==> src/fetxs_pkg.sv <==
// Constants, code-groups and state encoding for the 100 Mb/s transmit coder
package fetxs_pkg;

	// ==========================================================
	// Widths
	localparam int NIB_W = 4;
	localparam int CG_W = 5;
	localparam int STRAP_W = 5;
	localparam int LFSR_W = 11;
	localparam int WORD_W = 6;
	localparam int FIFO_DEPTH = 8;

	// ==========================================================
	// FIFO word layout: {tx_er, tx_en, txd[3:0]}
	localparam int W_ER = 5;
	localparam int W_EN = 4;

	// ==========================================================
	// Timing: one line bit per core clock at 125 Mb/s
	localparam int CLK_PERIOD_NS = 8;
	localparam int BIT_PERIOD_NS = 8;
	localparam int BIT_CYCLES = (BIT_PERIOD_NS + CLK_PERIOD_NS - 1) / CLK_PERIOD_NS;
	localparam int SYM_BITS = 5;
	localparam logic [2:0] SYM_LAST = 3'(SYM_BITS * BIT_CYCLES - 1);
	localparam logic [1:0] INIT_LOAD_CNT = 2'h2;

	// ==========================================================
	// Code-groups
	localparam logic [CG_W-1:0] CG_HALT = 5'h04;
	localparam logic [CG_W-1:0] CG_IDLE = 5'h1F;
	localparam logic [CG_W-1:0] CG_J = 5'h18;
	localparam logic [CG_W-1:0] CG_K = 5'h11;
	localparam logic [CG_W-1:0] CG_T = 5'h0D;
	localparam logic [CG_W-1:0] CG_R = 5'h07;
	localparam logic [CG_W-1:0] CG_DATA [16] = '{
		5'h1E, 5'h09, 5'h14, 5'h15, 5'h0A, 5'h0B, 5'h0E, 5'h0F,
		5'h12, 5'h13, 5'h16, 5'h17, 5'h1A, 5'h1B, 5'h1C, 5'h1D};
	localparam logic [NIB_W-1:0] NIB_CTRL_IDLE = 4'h0;
	localparam logic [NIB_W-1:0] NIB_CTRL_SSD = 4'h5;

	// ==========================================================
	// Scrambler
	localparam int LFSR_TAP_HI = 10;
	localparam int LFSR_TAP_LO = 8;
	localparam logic [LFSR_W-1:0] LFSR_RST = 11'h7FF;
	localparam logic [6:0] SEED_FILL = 7'h7F;

	// ==========================================================
	// Transmit sequencer
	typedef enum logic [5:0]
	{
		ST_IDLE = 6'b000001,
		ST_SSD_J = 6'b000010,
		ST_SSD_K = 6'b000100,
		ST_DATA = 6'b001000,
		ST_ESD_T = 6'b010000,
		ST_ESD_R = 6'b100000
	} fetxs_state_t;

endpackage

==> src/fetxs_encoder.sv <==
// 100 Mb/s transmit coder: 4B/5B, delimiters, scrambler, NRZI, plus a symbol decode monitor
//
// Summary of operation
// Each 4-bit nibble becomes its fixed 5-bit data code-group from the sixteen-entry table.
// 00100 is the halt (error) symbol and 11111 the idle symbol.
// The first preamble byte of a frame is replaced by the start pair 11000 then 10001.
// After the start pair every further nibble is encoded as data, or as halt when tx_er is set, while transmit enable holds.
// When transmit enable drops the end pair 01101 then 00111 closes the frame.
// After the end pair idles 11111 are sent continuously until transmit enable returns.
// Decoding maps idle and end symbols to 0000 and both start symbols to 0101.
// Idle, start or R symbols seen inside a data field decode as invalid with an error flag; T ends the field without one.
// The scrambling sequence comes from a closed-loop 11-bit LFSR.
// The LFSR output is XORed bit by bit with the serial NRZ code-group stream.
// The scrambler seed is loaded from address straps [4:1], so PHYs differing only in strap bit 0 share a seed.
// The scrambler can be bypassed so code-groups pass unscrambled.
// The scrambled stream passes an NRZ-to-NRZI encoder before the line driver.
// The nibble input becomes a 125 Mb/s serial symbol stream.
// Transmission follows the idle, start, data, end sequence of the standard transmit machine.
// Patterns outside the data and control tables (halt and the ten invalid codes) decode with an error flag.
// Feedback polynomial is x^11 + x^9 + 1 and the seed is never all zeros.
`timescale 1ns/1ns
module fetxs_encoder (
	// Clock and reset
	input wire logic i_core_clk,
	input wire logic i_rst_n,
	// MAC nibble stream
	input wire logic i_tx_valid,
	input wire logic i_tx_en,
	input wire logic i_tx_er,
	input wire logic [fetxs_pkg::NIB_W-1:0] i_txd,
	output logic o_tx_ready,
	// Straps and configuration pins
	input wire logic [fetxs_pkg::STRAP_W-1:0] i_phy_address_straps,
	input wire logic i_scr_bypass,
	// Line side
	output logic o_line_nrzi,
	// Symbol decode monitor
	output logic o_dec_valid,
	output logic [fetxs_pkg::NIB_W-1:0] o_dec_nibble,
	output logic o_dec_err,
	output logic o_frame_active
);
	import fetxs_pkg::*;

	// ==========================================================
	// Code-group helpers
	function automatic logic [CG_W-1:0] enc(input logic [NIB_W-1:0] n);
		enc = CG_DATA[n];
	endfunction

	// Returns {error, control, nibble}
	function automatic logic [NIB_W+1:0] dec(input logic [CG_W-1:0] cg);
		logic [NIB_W+1:0] r;
		r = {2'b10, NIB_CTRL_IDLE};
		for (int i = 0; i < 16; i++)
			if (CG_DATA[i] == cg)
				r = {2'b00, NIB_W'(i)};
		if (cg == CG_IDLE || cg == CG_T || cg == CG_R)
			r = {2'b01, NIB_CTRL_IDLE};
		else if (cg == CG_J || cg == CG_K)
			r = {2'b01, NIB_CTRL_SSD};
		dec = r;
	endfunction

	// ==========================================================
	// Nibble FIFO
	logic f_valid;
	logic f_pop;
	logic [WORD_W-1:0] f_data;

	fetxs_fifo #(
		.WIDTH(WORD_W),
		.DEPTH(FIFO_DEPTH)
	) u_fifo (
		.i_core_clk(i_core_clk),
		.i_rst_n(i_rst_n),
		.i_in_valid(i_tx_valid),
		.o_in_ready(o_tx_ready),
		.i_in_data({i_tx_er, i_tx_en, i_txd}),
		.o_out_valid(f_valid),
		.i_out_ready(f_pop),
		.o_out_data(f_data)
	);

	// ==========================================================
	// Pin synchronisers
	logic [STRAP_W-1:0] strap_s1_q, strap_s2_q;
	logic byp_s1_q, byp_s2_q;

	always_ff @(posedge i_core_clk)
	begin
		if (!i_rst_n)
		begin
			strap_s1_q <= '0;
			strap_s2_q <= '0;
			byp_s1_q <= 1'b0;
			byp_s2_q <= 1'b0;
		end
		else
		begin
			strap_s1_q <= i_phy_address_straps;
			strap_s2_q <= strap_s1_q;
			byp_s1_q <= i_scr_bypass;
			byp_s2_q <= byp_s1_q;
		end
	end

	// ==========================================================
	// Transmit sequencer and serialiser
	fetxs_state_t st_q, st_d;
	logic [2:0] bit_cnt_q, bit_cnt_d;
	logic [CG_W-1:0] shift_q, shift_d, cg_q, cg_d;
	logic cg_load_q, cg_load_d;
	logic run_q;
	logic ld;
	logic head_en;
	logic [CG_W-1:0] nxt;

	always_comb
	begin
		ld = run_q && bit_cnt_q == SYM_LAST;
		head_en = f_valid && f_data[W_EN];
		st_d = st_q;
		nxt = CG_IDLE;
		f_pop = 1'b0;
		case (st_q)
			ST_IDLE:
			begin
				if (head_en)
				begin
					// First preamble nibble is consumed by the start symbol
					f_pop = ld;
					nxt = CG_J;
					st_d = ld ? ST_SSD_J : st_q;
				end
				else
				begin
					f_pop = ld && f_valid;
					nxt = CG_IDLE;
				end
			end
			ST_SSD_J:
			begin
				f_pop = ld && head_en;
				nxt = CG_K;
				st_d = ld ? ST_SSD_K : st_q;
			end
			ST_SSD_K, ST_DATA:
			begin
				// An empty FIFO mid-frame is an underrun and closes the frame
				f_pop = ld && f_valid;
				if (head_en)
				begin
					nxt = f_data[W_ER] ? CG_HALT : enc(f_data[NIB_W-1:0]);
					st_d = ld ? ST_DATA : st_q;
				end
				else
				begin
					nxt = CG_T;
					st_d = ld ? ST_ESD_T : st_q;
				end
			end
			ST_ESD_T:
			begin
				nxt = CG_R;
				st_d = ld ? ST_ESD_R : st_q;
			end
			ST_ESD_R:
			begin
				nxt = CG_IDLE;
				st_d = ld ? ST_IDLE : st_q;
			end
			default:
			begin
				st_d = ST_IDLE;
			end
		endcase
		cg_d = ld ? nxt : cg_q;
		cg_load_d = ld;
		bit_cnt_d = !run_q ? bit_cnt_q : (ld ? 3'h0 : 3'(bit_cnt_q + 3'h1));
		shift_d = !run_q ? shift_q : (ld ? nxt : {shift_q[CG_W-2:0], 1'b0});
	end

	always_ff @(posedge i_core_clk)
	begin
		if (!i_rst_n)
		begin
			st_q <= ST_IDLE;
			bit_cnt_q <= 3'h0;
			shift_q <= CG_IDLE;
			cg_q <= CG_IDLE;
			cg_load_q <= 1'b0;
		end
		else
		begin
			st_q <= st_d;
			bit_cnt_q <= bit_cnt_d;
			shift_q <= shift_d;
			cg_q <= cg_d;
			cg_load_q <= cg_load_d;
		end
	end

	// ==========================================================
	// Scrambler and NRZI
	logic [1:0] init_cnt_q, init_cnt_d;
	logic run_d;
	logic [LFSR_W-1:0] lfsr_q, lfsr_d;
	logic nrzi_q, nrzi_d;
	logic fb, scr_bit;

	always_comb
	begin
		fb = lfsr_q[LFSR_TAP_HI] ^ lfsr_q[LFSR_TAP_LO];
		scr_bit = byp_s2_q ? shift_q[CG_W-1] : shift_q[CG_W-1] ^ fb;
		init_cnt_d = init_cnt_q;
		run_d = run_q;
		lfsr_d = lfsr_q;
		nrzi_d = nrzi_q;
		if (!run_q)
		begin
			// Straps are read only once they have crossed the synchroniser
			init_cnt_d = 2'(init_cnt_q + 2'h1);
			if (init_cnt_q == INIT_LOAD_CNT)
			begin
				lfsr_d = {strap_s2_q[STRAP_W-1:1], SEED_FILL};
				run_d = 1'b1;
			end
		end
		else
		begin
			lfsr_d = {lfsr_q[LFSR_W-2:0], fb};
			nrzi_d = nrzi_q ^ scr_bit;
		end
	end

	always_ff @(posedge i_core_clk)
	begin
		if (!i_rst_n)
		begin
			init_cnt_q <= 2'h0;
			run_q <= 1'b0;
			lfsr_q <= LFSR_RST;
			nrzi_q <= 1'b0;
		end
		else
		begin
			init_cnt_q <= init_cnt_d;
			run_q <= run_d;
			lfsr_q <= lfsr_d;
			nrzi_q <= nrzi_d;
		end
	end

	assign o_line_nrzi = nrzi_q;

	// ==========================================================
	// Symbol decode monitor on the unscrambled code-groups
	logic [NIB_W+1:0] dres;
	logic dv_q, dv_d, derr_q, derr_d, in_data_q, in_data_d, frame_q, frame_d;
	logic [NIB_W-1:0] dnib_q, dnib_d;

	always_comb
	begin
		dres = dec(cg_q);
		dv_d = cg_load_q;
		dnib_d = cg_load_q ? dres[NIB_W-1:0] : dnib_q;
		// T is the legal end of a data field, other control symbols are not
		derr_d = cg_load_q && (dres[NIB_W+1] || (dres[NIB_W] && in_data_q && cg_q != CG_T));
		in_data_d = in_data_q;
		frame_d = frame_q;
		if (cg_load_q)
		begin
			if (cg_q == CG_K)
				in_data_d = 1'b1;
			else if (cg_q == CG_T || cg_q == CG_IDLE)
				in_data_d = 1'b0;
			if (cg_q == CG_J)
				frame_d = 1'b1;
			else if (cg_q == CG_R || cg_q == CG_IDLE)
				frame_d = 1'b0;
		end
	end

	always_ff @(posedge i_core_clk)
	begin
		if (!i_rst_n)
		begin
			dv_q <= 1'b0;
			dnib_q <= '0;
			derr_q <= 1'b0;
			in_data_q <= 1'b0;
			frame_q <= 1'b0;
		end
		else
		begin
			dv_q <= dv_d;
			dnib_q <= dnib_d;
			derr_q <= derr_d;
			in_data_q <= in_data_d;
			frame_q <= frame_d;
		end
	end

	assign o_dec_valid = dv_q;
	assign o_dec_nibble = dnib_q;
	assign o_dec_err = derr_q;
	assign o_frame_active = frame_q;
endmodule // fetxs_encoder

==> src/fetxs_fifo.sv <==
// Parameterised flip-flop FIFO with valid/ready on both sides
`timescale 1ns/1ns
module fetxs_fifo #(
	parameter int WIDTH = 6,
	parameter int DEPTH = 8
) (
	// Clock and reset
	input wire logic i_core_clk,
	input wire logic i_rst_n,
	// Fill side
	input wire logic i_in_valid,
	output logic o_in_ready,
	input wire logic [WIDTH-1:0] i_in_data,
	// Drain side
	output logic o_out_valid,
	input wire logic i_out_ready,
	output logic [WIDTH-1:0] o_out_data
);
	// ==========================================================
	// Storage and pointers (DEPTH must be a power of two)
	localparam int AW = $clog2(DEPTH);
	logic [WIDTH-1:0] mem_q [DEPTH];
	logic [WIDTH-1:0] mem_d [DEPTH];
	logic [AW-1:0] wr_q, wr_d, rd_q, rd_d;
	logic [AW:0] cnt_q, cnt_d;
	logic ready_q, ready_d, valid_q, valid_d;
	logic push, pop;

	always_comb
	begin
		push = i_in_valid && ready_q;
		pop = i_out_ready && valid_q;
		mem_d = mem_q;
		if (push)
			mem_d[wr_q] = i_in_data;
		wr_d = push ? AW'(wr_q + 1'b1) : wr_q;
		rd_d = pop ? AW'(rd_q + 1'b1) : rd_q;
		cnt_d = (AW+1)'(cnt_q + (AW+1)'(push) - (AW+1)'(pop));
		// Flags registered so that ready reaches the source from a flop
		ready_d = cnt_d != (AW+1)'(DEPTH);
		valid_d = cnt_d != '0;
	end

	always_ff @(posedge i_core_clk)
	begin
		if (!i_rst_n)
		begin
			for (int i = 0; i < DEPTH; i++)
				mem_q[i] <= '0;
			wr_q <= '0;
			rd_q <= '0;
			cnt_q <= '0;
			ready_q <= 1'b0;
			valid_q <= 1'b0;
		end
		else
		begin
			mem_q <= mem_d;
			wr_q <= wr_d;
			rd_q <= rd_d;
			cnt_q <= cnt_d;
			ready_q <= ready_d;
			valid_q <= valid_d;
		end
	end

	assign o_in_ready = ready_q;
	assign o_out_valid = valid_q;
	assign o_out_data = mem_q[rd_q];

endmodule // fetxs_fifo

==> config.mk <==
export PLATFORM = sky130hd
export DESIGN_NAME = fetxs_encoder
export DESIGN_NICKNAME = d
export VERILOG_FILES = /design/src/fetxs_pkg.sv /design/src/fetxs_encoder.sv /design/src/fetxs_fifo.sv
export SDC_FILE = /design/constraint.sdc
export NUM_CORES = 1
export LEC_CHECK = 0
export ABC_CLOCK_PERIOD_IN_PS = 4300
export BUFFER_PORTS_ARGS = -buffer_cell sky130_fd_sc_hd__buf_2
export CORE_MARGIN = 2
export CORE_UTILIZATION = 40
export CTS_BUF_LIST = sky130_fd_sc_hd__clkbuf_2 sky130_fd_sc_hd__clkbuf_4 sky130_fd_sc_hd__clkbuf_8
export CTS_CLUSTER_SIZE = 24
export DETAILED_ROUTE_END_ITERATION = 10
export PLACE_DENSITY = 0.64
export SYNTH_ARGS = -nofsm -noshare
export SYNTH_HDL_FRONTEND = slang
export SYNTH_SLANG_ARGS = --single-unit
==> constraint.sdc <==
create_clock -name i_core_clk -period 4.3 [get_ports i_core_clk]
set_input_delay 0.43 -clock i_core_clk [delete_from_list [all_inputs] [get_ports i_core_clk]]
set_output_delay 0.43 -clock i_core_clk [all_outputs]
set_load 0.1 [all_outputs]
---- Yosys cells after proc, flatten, opt, wreduce, memory -nomap -nowiden ----
Memory sizes are Yosys's and may differ from the RTL's.
Cells that the tools add are included.
operators by class
  $add $sub $neg .......................... 6
  order comparisons ....................... 4
  eq/ne operators ......................... 37
  multiplexer cells ....................... 52
  bitwise operators ....................... 6
  reductions and logical operators ........ 23
operators with widths
  cell                                            count
  two-way mux 6 bit                               29
  == test 5 bit (first input constant)            11
  bitwise mux 48 bit                              1
  one-hot mux 6 bit (5 select lines)              1
  == test 4 x 5 -> 1 bit (first input constant)   5
  two-way mux 5 bit                               5
  two-way mux 11 bit                              2
  one-hot mux 5 bit (4 select lines)              1
  binary-select mux 6 bit (select 3 bit)          1
  demux 6 bit (select 3 bit)                      1
  == test 5 bit (second input constant)           3
  inequality test 2 bit (second input constant)   6
  logical AND 1 bit                               10
  adder 3 x 1 -> 3 bit (second input constant)    3
  >= comparator 4 bit (second input constant)     2
  two-way mux 1 bit                               8
  NOT 3 -> 4 bit                                  2
  == test 6 x 1 -> 1 bit (second input constant)  1
  == test 6 x 2 -> 1 bit (second input constant)  1
  == test 6 x 3 -> 1 bit (second input constant)  1
  == test 6 x 4 -> 1 bit (second input constant)  1
  == test 6 x 5 -> 1 bit (second input constant)  1
  == test 6 bit (second input constant)           1
  two-way mux 3 bit                               2
  20 further kinds                                29
word-level totals
  flip-flop bits (word level) ............. 115
  bits in read-only memories .............. 80
  input bits .............................. 15
  output and inout port bits .............. 9
  word-level logic and storage cells ...... 160
  memories ................................ 1
memories
  name             words  width  read ports  clocked after memory_dff  write ports  RTL line             RTL
  (no name shown)  16     5      1           0                         0            fetxs_encoder.sv:48  enc = CG_DATA[n];

---- Longest topological paths before layout ----
Gate-level depths: netlist of run 1.
  word-level depth ........................ 23
  depth in mapped cells ................... 15
  mapped depth without buffers ............ 13

---- Cells and area by module ----
Synthesis of run 1 repeated with hierarchy kept, for this count alone.
second synthesis, totals
  cells, all modules ...................... 613
  area, all modules ....................... 5532.8 um^2
modules (own cells, without submodules)
  module         times used  cells each  area each (um^2)  sequential area each (um^2)
  fetxs_fifo     1           315         2986.6            1201.2
  fetxs_encoder  1           298         2546.2            1061.0

---- Worst setup path after synthesis of run 1 ----
Ideal clock, no wire load.
  path kind ............................... flip-flop to flip-flop
  start ................................... register u_fifo.rd_q[0]
  end ..................................... register u_fifo.valid_q (netlist: u_fifo.o_out_valid)
  library setup time ...................... 115 ps
  arrival ................................. 2989 ps
  required time ........................... 4185 ps
  path slack .............................. 1196 ps
  stages on the path, launching flop included .. 15
  buffers on the path ..................... 1
  period minus slack after synthesis ...... 3104 ps
  cells stage by stage .................... dfxtp_1 buf_6 mux2_2 o21ai_0 nor4_1 o211a_1 ha_1 inv_1 ha_1 inv_1 fa_1 xnor2_1 nor3b_1 nand2b_1 and2_1
between the ends
  longest elaborated chain between the ends .. 10
  elaborated cells on any way between the ends .. 11
  classes of those cells .................. add/sub (1); mux (5); bitwise (1); reduce/logical (4)
ends and longest elaborated chain
  item                                                           RTL line                                    RTL
  start, declared                                                fetxs_fifo.sv:24                            logic [AW-1:0] wr_q, wr_d, rd_q, rd_d;
  start signal, assigned                                         fetxs_fifo.sv:60                            rd_q <= rd_d;
  NOT 3 -> 4 bit (implied by the code) *                         fetxs_fifo.sv:69                            assign o_out_data = mem_q[rd_q];
  binary-select mux 6 bit (select 3 bit) *                       fetxs_fifo.sv:69
  two-way mux 6 bit (implied by the code) * (2 in a row)         fetxs_fifo.sv:69
  logical AND 1 bit *                                            fetxs_encoder.sv:122                        head_en = f_valid && f_data[W_EN];
  two-way mux 1 bit / logical AND 1 bit (equally long branches)  fetxs_encoder.sv:129, fetxs_encoder.sv:144
  one-hot mux 1 bit (3 select lines) *                           fetxs_encoder.sv:126                        case (st_q)
  logical AND 1 bit *                                            fetxs_fifo.sv:32                            pop = i_out_ready && valid_q;
  via u_fifo.pop                                                 fetxs_fifo.sv:27                            logic push, pop;
  subtractor 4 x 1 -> 4 bit *                                    fetxs_fifo.sv:38                            cnt_d = (AW+1)'(cnt_q + (AW+1)'(push) - (AW+1)'(pop));
  nonzero test 4 bit *                                           fetxs_fifo.sv:41                            valid_d = cnt_d != '0;
  end signal, assigned                                           fetxs_fifo.sv:63                            valid_q <= valid_d;
  end, declared                                                  fetxs_fifo.sv:26                            logic ready_q, ready_d, valid_q, valid_d;
The timed path passes the listed nets; every way through them passes the cells marked *. The select of a mux whose other input is x is not followed.
A chain may end at the register's enable or synchronous reset.

---- Final worst setup path of run 1 ----
Same ends and word-level chain as after synthesis.

==> results of run 1 <==
-- area by class of cell --
class | count | area share
multi-input cells | 377 | 0.478
well taps | 176 | 0.0366
repair buffers | 27 | 0.0245
clock buffers | 21 | 0.0449
inverters | 20 | 0.0125
flip-flops and latches | 113 | 0.376
clock inverters | 11 | 0.0268
-- layer usage --
metal | track usage | vias up | share of wire
li1 | - | 1913 | -
met1 | 0.193 | 1791 | 0.46
met2 | 0.254 | 59 | 0.48
met3 | 0.0423 | 19 | 0.034
met4 | 0.0809 | 0 | 0.021
met5 | 0 | - | 0
-- worst paths after layout --
path / depth (start not counted) / to
setup / recovery: 13 / u_fifo.o_out_valid
hold / removal: 2 / strap_s1_q[3]
setup reg to reg: 13 / u_fifo.o_out_valid
hold reg to reg: 1 / strap_s2_q[4]
-- logic make-up after synthesis --
family,after synthesis,share of synthesized area
AOI/OAI and AO/OA,81,0.104
buffers and inverters,60,0.0473
DFF,113,0.419
adders and majority gates,10,0.0246
and+or+nand+nor,190,0.201
muxes,77,0.173
xor gates and xnor gates,19,0.0308
-- flip-flops by register name (all words and copies together), names as in the netlist, 2 cells and up --
name          flops
strap_s2_q        4
u_fifo.mem_q     48
bit_cnt_q         3
cg_q              5
u_fifo.cnt_q      4
st_q              6
strap_s1_q        4
u_fifo.rd_q       3
u_fifo.wr_q       3
o_dec_nibble      4
init_cnt_q        2
lfsr_q           11
shift_q           5
-- through the flow --
| step | cell area, sq um | std cells | util | total power [mW] | hold slack [ns] |
|---|---|---|---|---|---|
| global route | 6010 | 745 | 0.456 | 2.89 | 0.171 |
| floorplan | 5400 | 550 | - | 1.60 | 0.412 |
| detailed placement | 5580 | 713 | 0.423 | 1.68 | 0.424 |
| global placement | 5580 | 713 | 0.423 | 1.66 | 0.420 |
| finish | 6010 | 745 | 0.456 | 2.74 | 0.194 |
| CTS | 6010 | 745 | 0.456 | 2.77 | 0.168 |
-- power by group through the flow --
stage | sequential (mW) | combinational [mW] | clock (mW)
after detailed placement | 1.21 | 0.477 | 0
after global routing | 1.19 | 0.536 | 1.16
after global placement | 1.20 | 0.460 | 0
after floorplan | 1.24 | 0.352 | 0
final | 1.18 | 0.476 | 1.08
after CTS | 1.18 | 0.481 | 1.11
-- cells in the final DEF (no fill, tap or decap), types with 5 or more instances in the layout --
master / netlist / final
dfxtp_1: 113 / 113
mux2i_1: 61 / 61
nor2b_1: 59 / 59
nand2_1: 34 / 34
o21ai_0: 31 / 31
and2_1: 27 / 27
buf_2: 2 / 22
inv_1: 20 / 20
clkbuf_8: 0 / 18
nor2_1: 16 / 16
nand3_1: 13 / 13
xnor2_1: 11 / 11
nand2b_1: 9 / 9
ha_1: 9 / 9
xor2_1: 8 / 8
nor3_1: 8 / 8
a21boi_0: 7 / 7
mux4_1: 5 / 5
mux2_2: 5 / 5
a21oi_1: 5 / 5
clkinv_2: 0 / 5
buf_4: 0 / 5
-- worst max-delay path, delay by kind of cell, from the launching register on --
family,cells,cell delay [ns]
adders and majority gates,3,0.83
and+or+nand+nor,4,0.63
buffers and inverters,2,0.11
muxes,1,0.38
xor gates and xnor gates,1,0.15
AOI/OAI and AO/OA,2,0.72
DFF,1,0.60
==> metrics.md, run 1 <==
| Metric | Value |
|---|---|
| Status | complete, no violations |
| Critical Path Start Type | flop |
| Final setup fails | 0 |
| Core Area | approximately 13000 sq um |
| First-pass GRT wire length | 17800 um |
| Area contributors post-synth | dfxtp_1 (42%), mux2i_1 (11%), nor2b_1 (6.8%) |
| Min-delay src | i_phy_address_straps[3] |
| Placement Setup Slack | between 0.7 and 0.8 ns |
| Max Buffers Root-to-Sink | 2 |
| Layout Skew | between 0.008 and 0.009 ns |
| DR vias | 3782 |
| Top_reg_cell synth | dfxtp_1 |
| Worst skew pair latency | between 0.4 and 0.5 ns |
| DR WL/cell | ~14 um |
| Fmax | about 280 MHz |
| Vias per cell | 5.08 |
| Top post-synthesis cells by count | dfxtp_1 (113), mux2i_1 (61), nor2b_1 (59) |
| Synth cell types | 64 |
| Final worst slack | just under 0.8 ns |
| Share of Yosys cell area claimed by the top area cell type | 0.419 |
| Leakage | 2.26 nW |
| Switching Share | 0.269 |
| Share of cells above drive strength 1 | 0.144 |
| Critical Path Fanout Max | 8 |
| Syn Inst Count | 550 |
| Final #Nets | ~580 |
| DRC errors left | 0 |
| Reg power frac | 0.432 |
| Crit end category | flop |
| Area of the multi-input gates | between 2000 and 3000 sq um |
| Tcrit/Tclk final | 0.819 |
| Min cycle time layout | 3.52 ns |
| Layout area overhead | 11.5% |
| Worst vdd ir | about 0.24 mV |
| Clock slew at reported path FFs | 0.07 ns |
| Clk sinks | ~110 |
| IO Pins | 24 |
| Avg Synthesized Cell Area | between 9 and 10 sq um |
| H-tree levels | 4 |
| Register area | about 2300 sq um |
| Diode count | 0 |
| Die Width | about 120 um |
| R2r startpoint | u_fifo.rd_q[0] |
| Power Internal | 2.00 mW |
| Die area | about 14000 sq um |
| Sw Pwr | 737 uW |
| Critical path's slowest cell | dfxtp_1 |
| Number of hold buffers added after cts | 0 |
| CTS resizes | 0 |
| Vias in the first global route | roughly 3700 |
| Sequential share of the synthesized area | 0.419 |
| Power Dens Cells | 455 nW/um^2 |
| Final HPWL DP | 6900 um |
| Cell taking the most area after synthesis | dfxtp_1 |
| Post-DRT Antenna Nets | 0 |
| Final slew viol count | 0 |
| Seq cells post-synth | approximately 110 |
| Worst path cell trace | mux2_2 > o21ai_0 > nor4_1 > o211a_1 > ha_1 > inv_1 > ha_1 > inv_1 > fa_1 > xnor2_1 > nor3b_1 > nand2b_1 > and2_1 |
| Max-cap viol count | 0 |
| CTS tree | done |
| Reg2Reg Setup Slack | 0.78 ns |
| Worst-Margin Slew | 0.985 ns |
| CP arrival | between 3 and 4 ns |
| TritonCTS Buffers | 17 |
| PortBufs | 22 |
| Slowest stage delay, CP | about 0.60 ns |
| CP startpoint | u_fifo.rd_q[0] |
| Routed wire length | a little over 10000 um |
| Syn_nets | approximately 580 |
| Asr flop ratio synth | 0 |
| DRT Pass-1 Iters | 4 |
| Drt initial violations | around 200 |
| Cell Area, Synth | around 5400 sq um |
| Post-CTS Setup Inserts | 0 |
| CP Class | flop to flop |
| Row count | between 40 and 50 |
| Initial antenna violation count | 0 |
| Unrepaired setup endpoints after global routing | false |
| CTS Root Cell | clkbuf_8 |
| Count leader, synth | dfxtp_1 |
| Final Hold Violating Endpoints | 0 |
| Final-layout fill cell count | approximately 1300 |
| GRT overflow | 0 |
| Gate power share | 0.174 |
| Total track usage | 0.158 |
| Clk pwr share | 0.394 |
| Hold Path Class | primary input to flop |
| Synth Warn # | 0 |
| Post-Route Setup TNS | 0 ns |
| Largest net degree at the start of global routing | 70 |
| Worst path required time | 4.64 ns |
| Number of synthesized flops with an enable pin | 0 |
| Slew HR | 0.343 |
| Initial Util | 0.409 |
| Die H | about 120 um |
| Gp weighted congestion | 0.774 |
No activity file was read; power rests on OpenSTA's default activity.
==> run 2, diff against run 1 <==
--- a/config.mk
+++ b/config.mk
@@ -5,7 +5,7 @@
 export SDC_FILE = /design/constraint.sdc
 export NUM_CORES = 1
 export LEC_CHECK = 0
-export ABC_CLOCK_PERIOD_IN_PS = 4300
+export ABC_CLOCK_PERIOD_IN_PS = 3470
 export BUFFER_PORTS_ARGS = -buffer_cell sky130_fd_sc_hd__buf_2
 export CORE_MARGIN = 2
 export CORE_UTILIZATION = 40
==> constraint.sdc (replaced) <==
create_clock -name i_core_clk -period 3.47 [get_ports i_core_clk]
set_input_delay 0.347 -clock i_core_clk [delete_from_list [all_inputs] [get_ports i_core_clk]]
set_output_delay 0.347 -clock i_core_clk [all_outputs]
set_load 0.1 [all_outputs]
==> run 2 against run 1 <==
  * Largest cell class unchanged
  * Worst setup slack lost 0.48 ns
  * Largest power group unchanged
  * First-iteration DRC count decreased by 8.8%
  * Critical path depth unchanged
  * Routed wire length rose by 2.7%
  * Die area did not move
==> metrics.md, run 2 (synthesis results as in run 1) <==
| Metric | Value |
|---|---|
| Status | complete, no violations |
| Leakage | 2.26 nW |
| Slowest stage delay, CP | 0.41 ns |
| DR vias | 3746 |
| Largest net degree at the start of global routing | 50 |
| Final Hold Violating Endpoints | 0 |
| IO Pins | 24 |
| Max reg flops | 48 |
| DRT Pass-1 Iters | 5 |
| Crit end category | flop |
| Register area | 2260 sq um |
| Core Area | between 10000 and 15000 sq um |
| H-tree levels | 4 |
| Post-CTS Setup Inserts | 0 |
| Post-DRT Antenna Nets | 0 |
| CTS tree | done |
| Fmax | roughly 320 MHz |
| Commonest non-fill, non-tap cells in the layout | dfxtp_1 (113), mux2i_1 (61), nor2b_1 (59) |
| Post-Route Setup TNS | 0 ns |
| Diode count | 0 |
| DRC errors left | 0 |
| Register name with the most flops | u_fifo.mem_q |
| Row count | 42 |
| Die Width | ~120 um |
| Critical Path Fanout Max | 9 |
| Critical path's slowest cell | dfxtp_1 |
| Worst path required time | 3.80 ns |
| DR WL/cell | roughly 14 um |
| Area of the multi-input gates | between 2000 and 3000 sq um |
| Biggest regs | u_fifo.mem_q (48), lfsr_q (11), st_q (6) |
| Layout Skew | ~0.0095 ns |
| Clock slew at reported path FFs | approximately 0.070 ns |
| Vias in the first global route | about 3700 |
| Hold Path Class | primary input to flop |
| Vias per cell | roughly 5 |
| CP Class | flop to flop |
| Layout area overhead | 11.5% |
| CTS Root Cell | clkbuf_8 |
| Share of cells above drive strength 1 | 0.154 |
| Critical Path Start Type | flop |
| Drt initial violations | 186 |
| First-pass GRT wire length | 17900 um |
| Worst vdd ir | 0.302 mV |
| Die area | 14400 sq um |
| Unrepaired setup endpoints after global routing | false |
| Total track usage | 0.159 |
| Worst-Margin Slew | a little over 0.9 ns |
| Max-cap viol count | 0 |
| Min cycle time layout | ~3.2 ns |
| GRT overflow | 0 |
| Most common cell after layout, fill and taps aside | dfxtp_1 |
| Die H | roughly 120 um |
| Tcrit/Tclk final | 0.913 |
| Gp weighted congestion | just under 0.8 |
| CP arrival | roughly 3.5 ns |
| Max Buffers Root-to-Sink | 2 |
| PortBufs | 22 |
| Finished Core Util | 0.456 |
| Initial Util | 0.409 |
| Final slew viol count | 0 |
| TritonCTS Buffers | 17 |
| Worst skew pair latency | approximately 0.44 ns |
| Worst path cell trace | nor4_4 > nand3b_1 > nor4_4 > o211a_1 > ha_1 > inv_1 > ha_1 > inv_1 > fa_1 > xnor2_1 > nor3b_2 > nand2b_1 > and2_1 |
| Clk sinks | 113 |
| Power Dens Cells | around 540 nW/um^2 |
| Routed wire length | 10600 um |
| Initial antenna violation count | 0 |
| Final #Nets | approximately 590 |
| Final-layout fill cell count | approximately 1200 |
| Final setup fails | 0 |
| Final HPWL DP | ~6900 um |
| Slew HR | 0.388 |
-- run 2: changes by cell type in the layout (fill, tap and decap cells not counted), sizes merged --
cell	change
clkinv	-3
bufinv	-4
buf	+4
clkbuf	+7
-- run 2: layer usage --
layer | global-route usage | vias up | routed length, um
li1 | - | 1926 | -
met1 | 0.192 | 1764 | 5050
met2 | 0.264 | 41 | 5030
met3 | 0.0413 | 15 | 315
met4 | 0.0772 | 0 | 159
met5 | 0 | - | 0
-- run 2: final timing paths --
check / startpoint / end / slack (ns) / cells past startpoint
worst min-delay path: i_phy_address_straps[4] / strap_s1_q[4] / 0.12 / 2
worst max register to register: st_q[3] / u_fifo.o_out_valid / 0.30 / 13
worst min register to register: strap_s1_q[1] / strap_s2_q[1] / 0.43 / 1
worst max-delay path: st_q[3] / u_fifo.o_out_valid / 0.30 / 13
-- run 2: metrics by stage --
step | cells | hold slack [ns] | area (sq um) | total power, mW | setup slack [ns]
after CTS | 749 | 0.0864 | 5990 | 3.25 | 0.104
after global placement | 717 | 0.415 | 5610 | 2.07 | 0.293
after floorplan | 550 | 0.412 | 5400 | 1.98 | 0.366
after detailed placement | 717 | 0.423 | 5610 | 2.09 | 0.126
after global routing | 749 | 0.0978 | 6020 | 3.39 | 0.0264
final | 749 | 0.115 | 6020 | 3.22 | 0.301
-- run 2: power by group --
group | switching [mW] | internal (mW)
clock | 0.505 | 0.644
sequential | 0.0618 | 1.41
combinational | 0.338 | 0.266
total | 0.904 | 2.32
-- run 2: layout make-up --
type	count	area share
clock buffer	28	0.0588
sequential	113	0.376
inverter	20	0.0125
tap	176	0.0366
clock inverter	4	0.00374
multi-input combinational	377	0.483
timing repair buffer	31	0.0295
-- run 2: worst max-delay path: cells and delay by family (launching register included) --
| kind | cells | cell delay [ns] |
|---|---|---|
| AND/OR/NAND/NOR | 6 | 1.37 |
| adder cells (fa/ha/maj) | 3 | 0.78 |
| flip-flops | 1 | 0.41 |
| AO/OA/AOI/OAI | 1 | 0.24 |
| XOR/XNOR | 1 | 0.16 |
| buffers and inverters | 2 | 0.11 |
-- run 2: what timing repair did --
item	in CTS	in global routing
hold buffers	0	0
resized for setup	0	5
setup endpoints to repair	0	2
==> run 3, diff against run 2 <==
--- a/config.mk
+++ b/config.mk
@@ -13,6 +13,7 @@
 export CTS_CLUSTER_SIZE = 24
 export DETAILED_ROUTE_END_ITERATION = 10
 export PLACE_DENSITY = 0.64
+export REMOVE_ABC_BUFFERS = 1
 export SYNTH_ARGS = -nofsm -noshare
 export SYNTH_HDL_FRONTEND = slang
 export SYNTH_SLANG_ARGS = --single-unit
==> run 3 against run 2 <==
  * Global-route usage shrank 0.94 points
  * Largest power group unchanged
  * Utilization is essentially flat
  * Register-to-register slack lost 0.08 ns
  * Clock power grew 4%
  * Fmax shrank 2.4%
  * Combinational power shrank 3%
  * Non-clock buffer count grew 1
  * Power grew 0.90%
  * Critical path depth is the same
  * Routed wire length shrank 4.2%
  * Final area is essentially flat
  * Die area is the same
==> metrics.md, run 3 (synthesis results as in run 1) <==
| Metric | Value |
|---|---|
| Met1 WL | just under 5000 um |
| Hold Path Class | primary input to flop |
| Max layer used | met4 |
| Layout area overhead | 11.6% |
| DRC errors left | 0 |
| Vias per cell | about 5 |
| Max Buffers Root-to-Sink | 2 |
| DR WL/cell | between 10 and 15 um |
| Clock slew at reported path FFs | around 0.070 ns |
| DR vias | roughly 3800 |
| Met2 WL | 4750 um |
| Bufs and invs on worst path | 2 |
| GRT overflow | 0 |
| Critical Path Start Type | flop |
| Worst skew pair latency | about 0.43 ns |
| CTS Root Cell | clkbuf_8 |
| Worst-Margin Slew | 0.894 ns |
| Worst path cell trace | nor4_4 > nand3b_1 > nor4_1 > o211a_1 > ha_1 > inv_1 > ha_1 > inv_1 > fa_1 > xnor2_1 > nor3b_1 > nand2b_1 > and2_1 |
| Final Power | between 3 and 4 mW |
| Slowest stage delay, CP | ~0.40 ns |
| Die Width | roughly 120 um |
| Tcrit/Tclk final | 0.935 |
| CP delay by family, top | simple AND/OR/NAND/NOR gates |
| Vias in the first global route | between 3000 and 4000 |
| Worst hold margin | approximately 0.13 ns |
| H-tree levels | 4 |
| Register name with the most flops | u_fifo.mem_q |
| Die area | approximately 14000 sq um |
| Power Dens Cells | 540 nW/um^2 |
| Post-Route Setup TNS | 0 ns |
| Initial antenna violation count | 0 |
| Share of cells above drive strength 1 | 0.152 |
| Commonest non-fill, non-tap cells in the layout | dfxtp_1 (113), mux2i_1 (61), nor2b_1 (59) |
| Leakage | approximately 2.3 nW |
| Largest net degree at the start of global routing | slightly above 50 |
| Layout Skew | between 0.01 and 0.015 ns |
| Die H | ~120 um |
| Initial Util | 0.409 |
| TritonCTS Buffers | 17 |
| CP arrival | between 3 and 4 ns |
| Clk sinks | between 100 and 150 |
| Routed wire length | around 10000 um |
| Post-CTS Setup Inserts | 0 |
| Final HPWL DP | a little under 7000 um |
| Worst path required time | roughly 3.8 ns |
| Critical Path Fanout Max | 6 |
| Critical path's slowest cell | nor4_4 |
| Post-DRT Antenna Nets | 0 |
| Met3 WL | approximately 320 um |
| IO Pins | 24 |
| Max-cap viol count | 0 |
| Max reg flops | between 40 and 50 |
| Core Area | between 10000 and 15000 sq um |
| Gp weighted congestion | roughly 0.82 |
| Total track usage | 0.150 |
| PortBufs | 22 |
| Unrepaired setup endpoints after global routing | false |
| Row count | between 40 and 50 |
| Final setup fails | 0 |
| Final Hold Violating Endpoints | 0 |
| Final slew viol count | 0 |
| Fmax | around 310 MHz |
| Drt initial violations | about 210 |
| DRT Pass-1 Iters | 5 |
| CTS tree | done |
| CP Class | flop to flop |
| Worst vdd ir | ~0.4 mV |
| Slew HR | 0.402 |
| Most common cell after layout, fill and taps aside | dfxtp_1 |
| Diode count | 0 |
| Crit end category | flop |
| Biggest regs | u_fifo.mem_q (48), lfsr_q (11), st_q (6) |
| Min cycle time layout | ~3.2 ns |
| Final #Nets | 586 |
| Status | complete, no violations |
| First-pass GRT wire length | ~17000 um |
[run 3: repair_timing]
action                                  in CTS  in global routing
endpoints found under the setup margin       0                  1
hold buffers                                 0                  0
gates resized for setup                      0                  1
[run 3: stage by stage]
step | utilization | cell area (sq um) | instances | setup slack, ns
after floorplan | - | 5220 | 510 | -0.0393
after global placement | 0.426 | 5620 | 718 | 0.262
after detailed placement | 0.426 | 5620 | 718 | 0.168
after CTS | 0.456 | 6010 | 750 | 0.139
after global routing | 0.456 | 6020 | 750 | 0.0122
final | 0.456 | 6020 | 750 | 0.224
[run 3: final timing paths]
check | startpoint | end | slack (ns) | depth (start not counted)
worst min-delay path | i_phy_address_straps[1] | strap_s1_q[1] | 0.13 | 2
worst max register to register | st_q[2] | u_fifo.o_out_valid | 0.22 | 13
worst max-delay path | st_q[2] | u_fifo.o_out_valid | 0.22 | 13
worst min register to register | strap_s1_q[2] | strap_s2_q[2] | 0.43 | 1
[run 3: cell type report]
cell class | instances | area, sq um
Fill cell | 1255 | 7170
Multi-Input combinational cell | 377 | 2890
Sequential cell | 113 | 2260
Clock buffer | 27 | 340
Tap cell | 176 | 220
Timing Repair Buffer | 32 | 185
Inverter | 20 | 75.1
Clock inverter | 5 | 50.0
[run 3: power breakdown]
part / total (mW) / internal (mW) / switching [mW]
clock network: 1.20 / 0.697 / 0.499
logic: 0.588 / 0.262 / 0.327
registers: 1.46 / 1.41 / 0.0595
[run 3: per-layer routing]
layer | GRT usage | vias to the layer above
met5 | 0 | -
met2 | 0.241 | 58
met3 | 0.0394 | 18
met4 | 0.0750 | 0
met1 | 0.185 | 1788
li1 | - | 1928
[run 3: worst register-to-register path: stages (launching register included)]
cell      delay (ns)
dfxtp_1         0.39
nor4_4          0.40
nand3b_1        0.21
nor4_1          0.39
o211a_1         0.27
ha_1            0.25
inv_1           0.06
ha_1            0.16
inv_1           0.06
fa_1            0.38
xnor2_1         0.15
nor3b_1         0.22
nand2b_1        0.07
and2_1          0.15
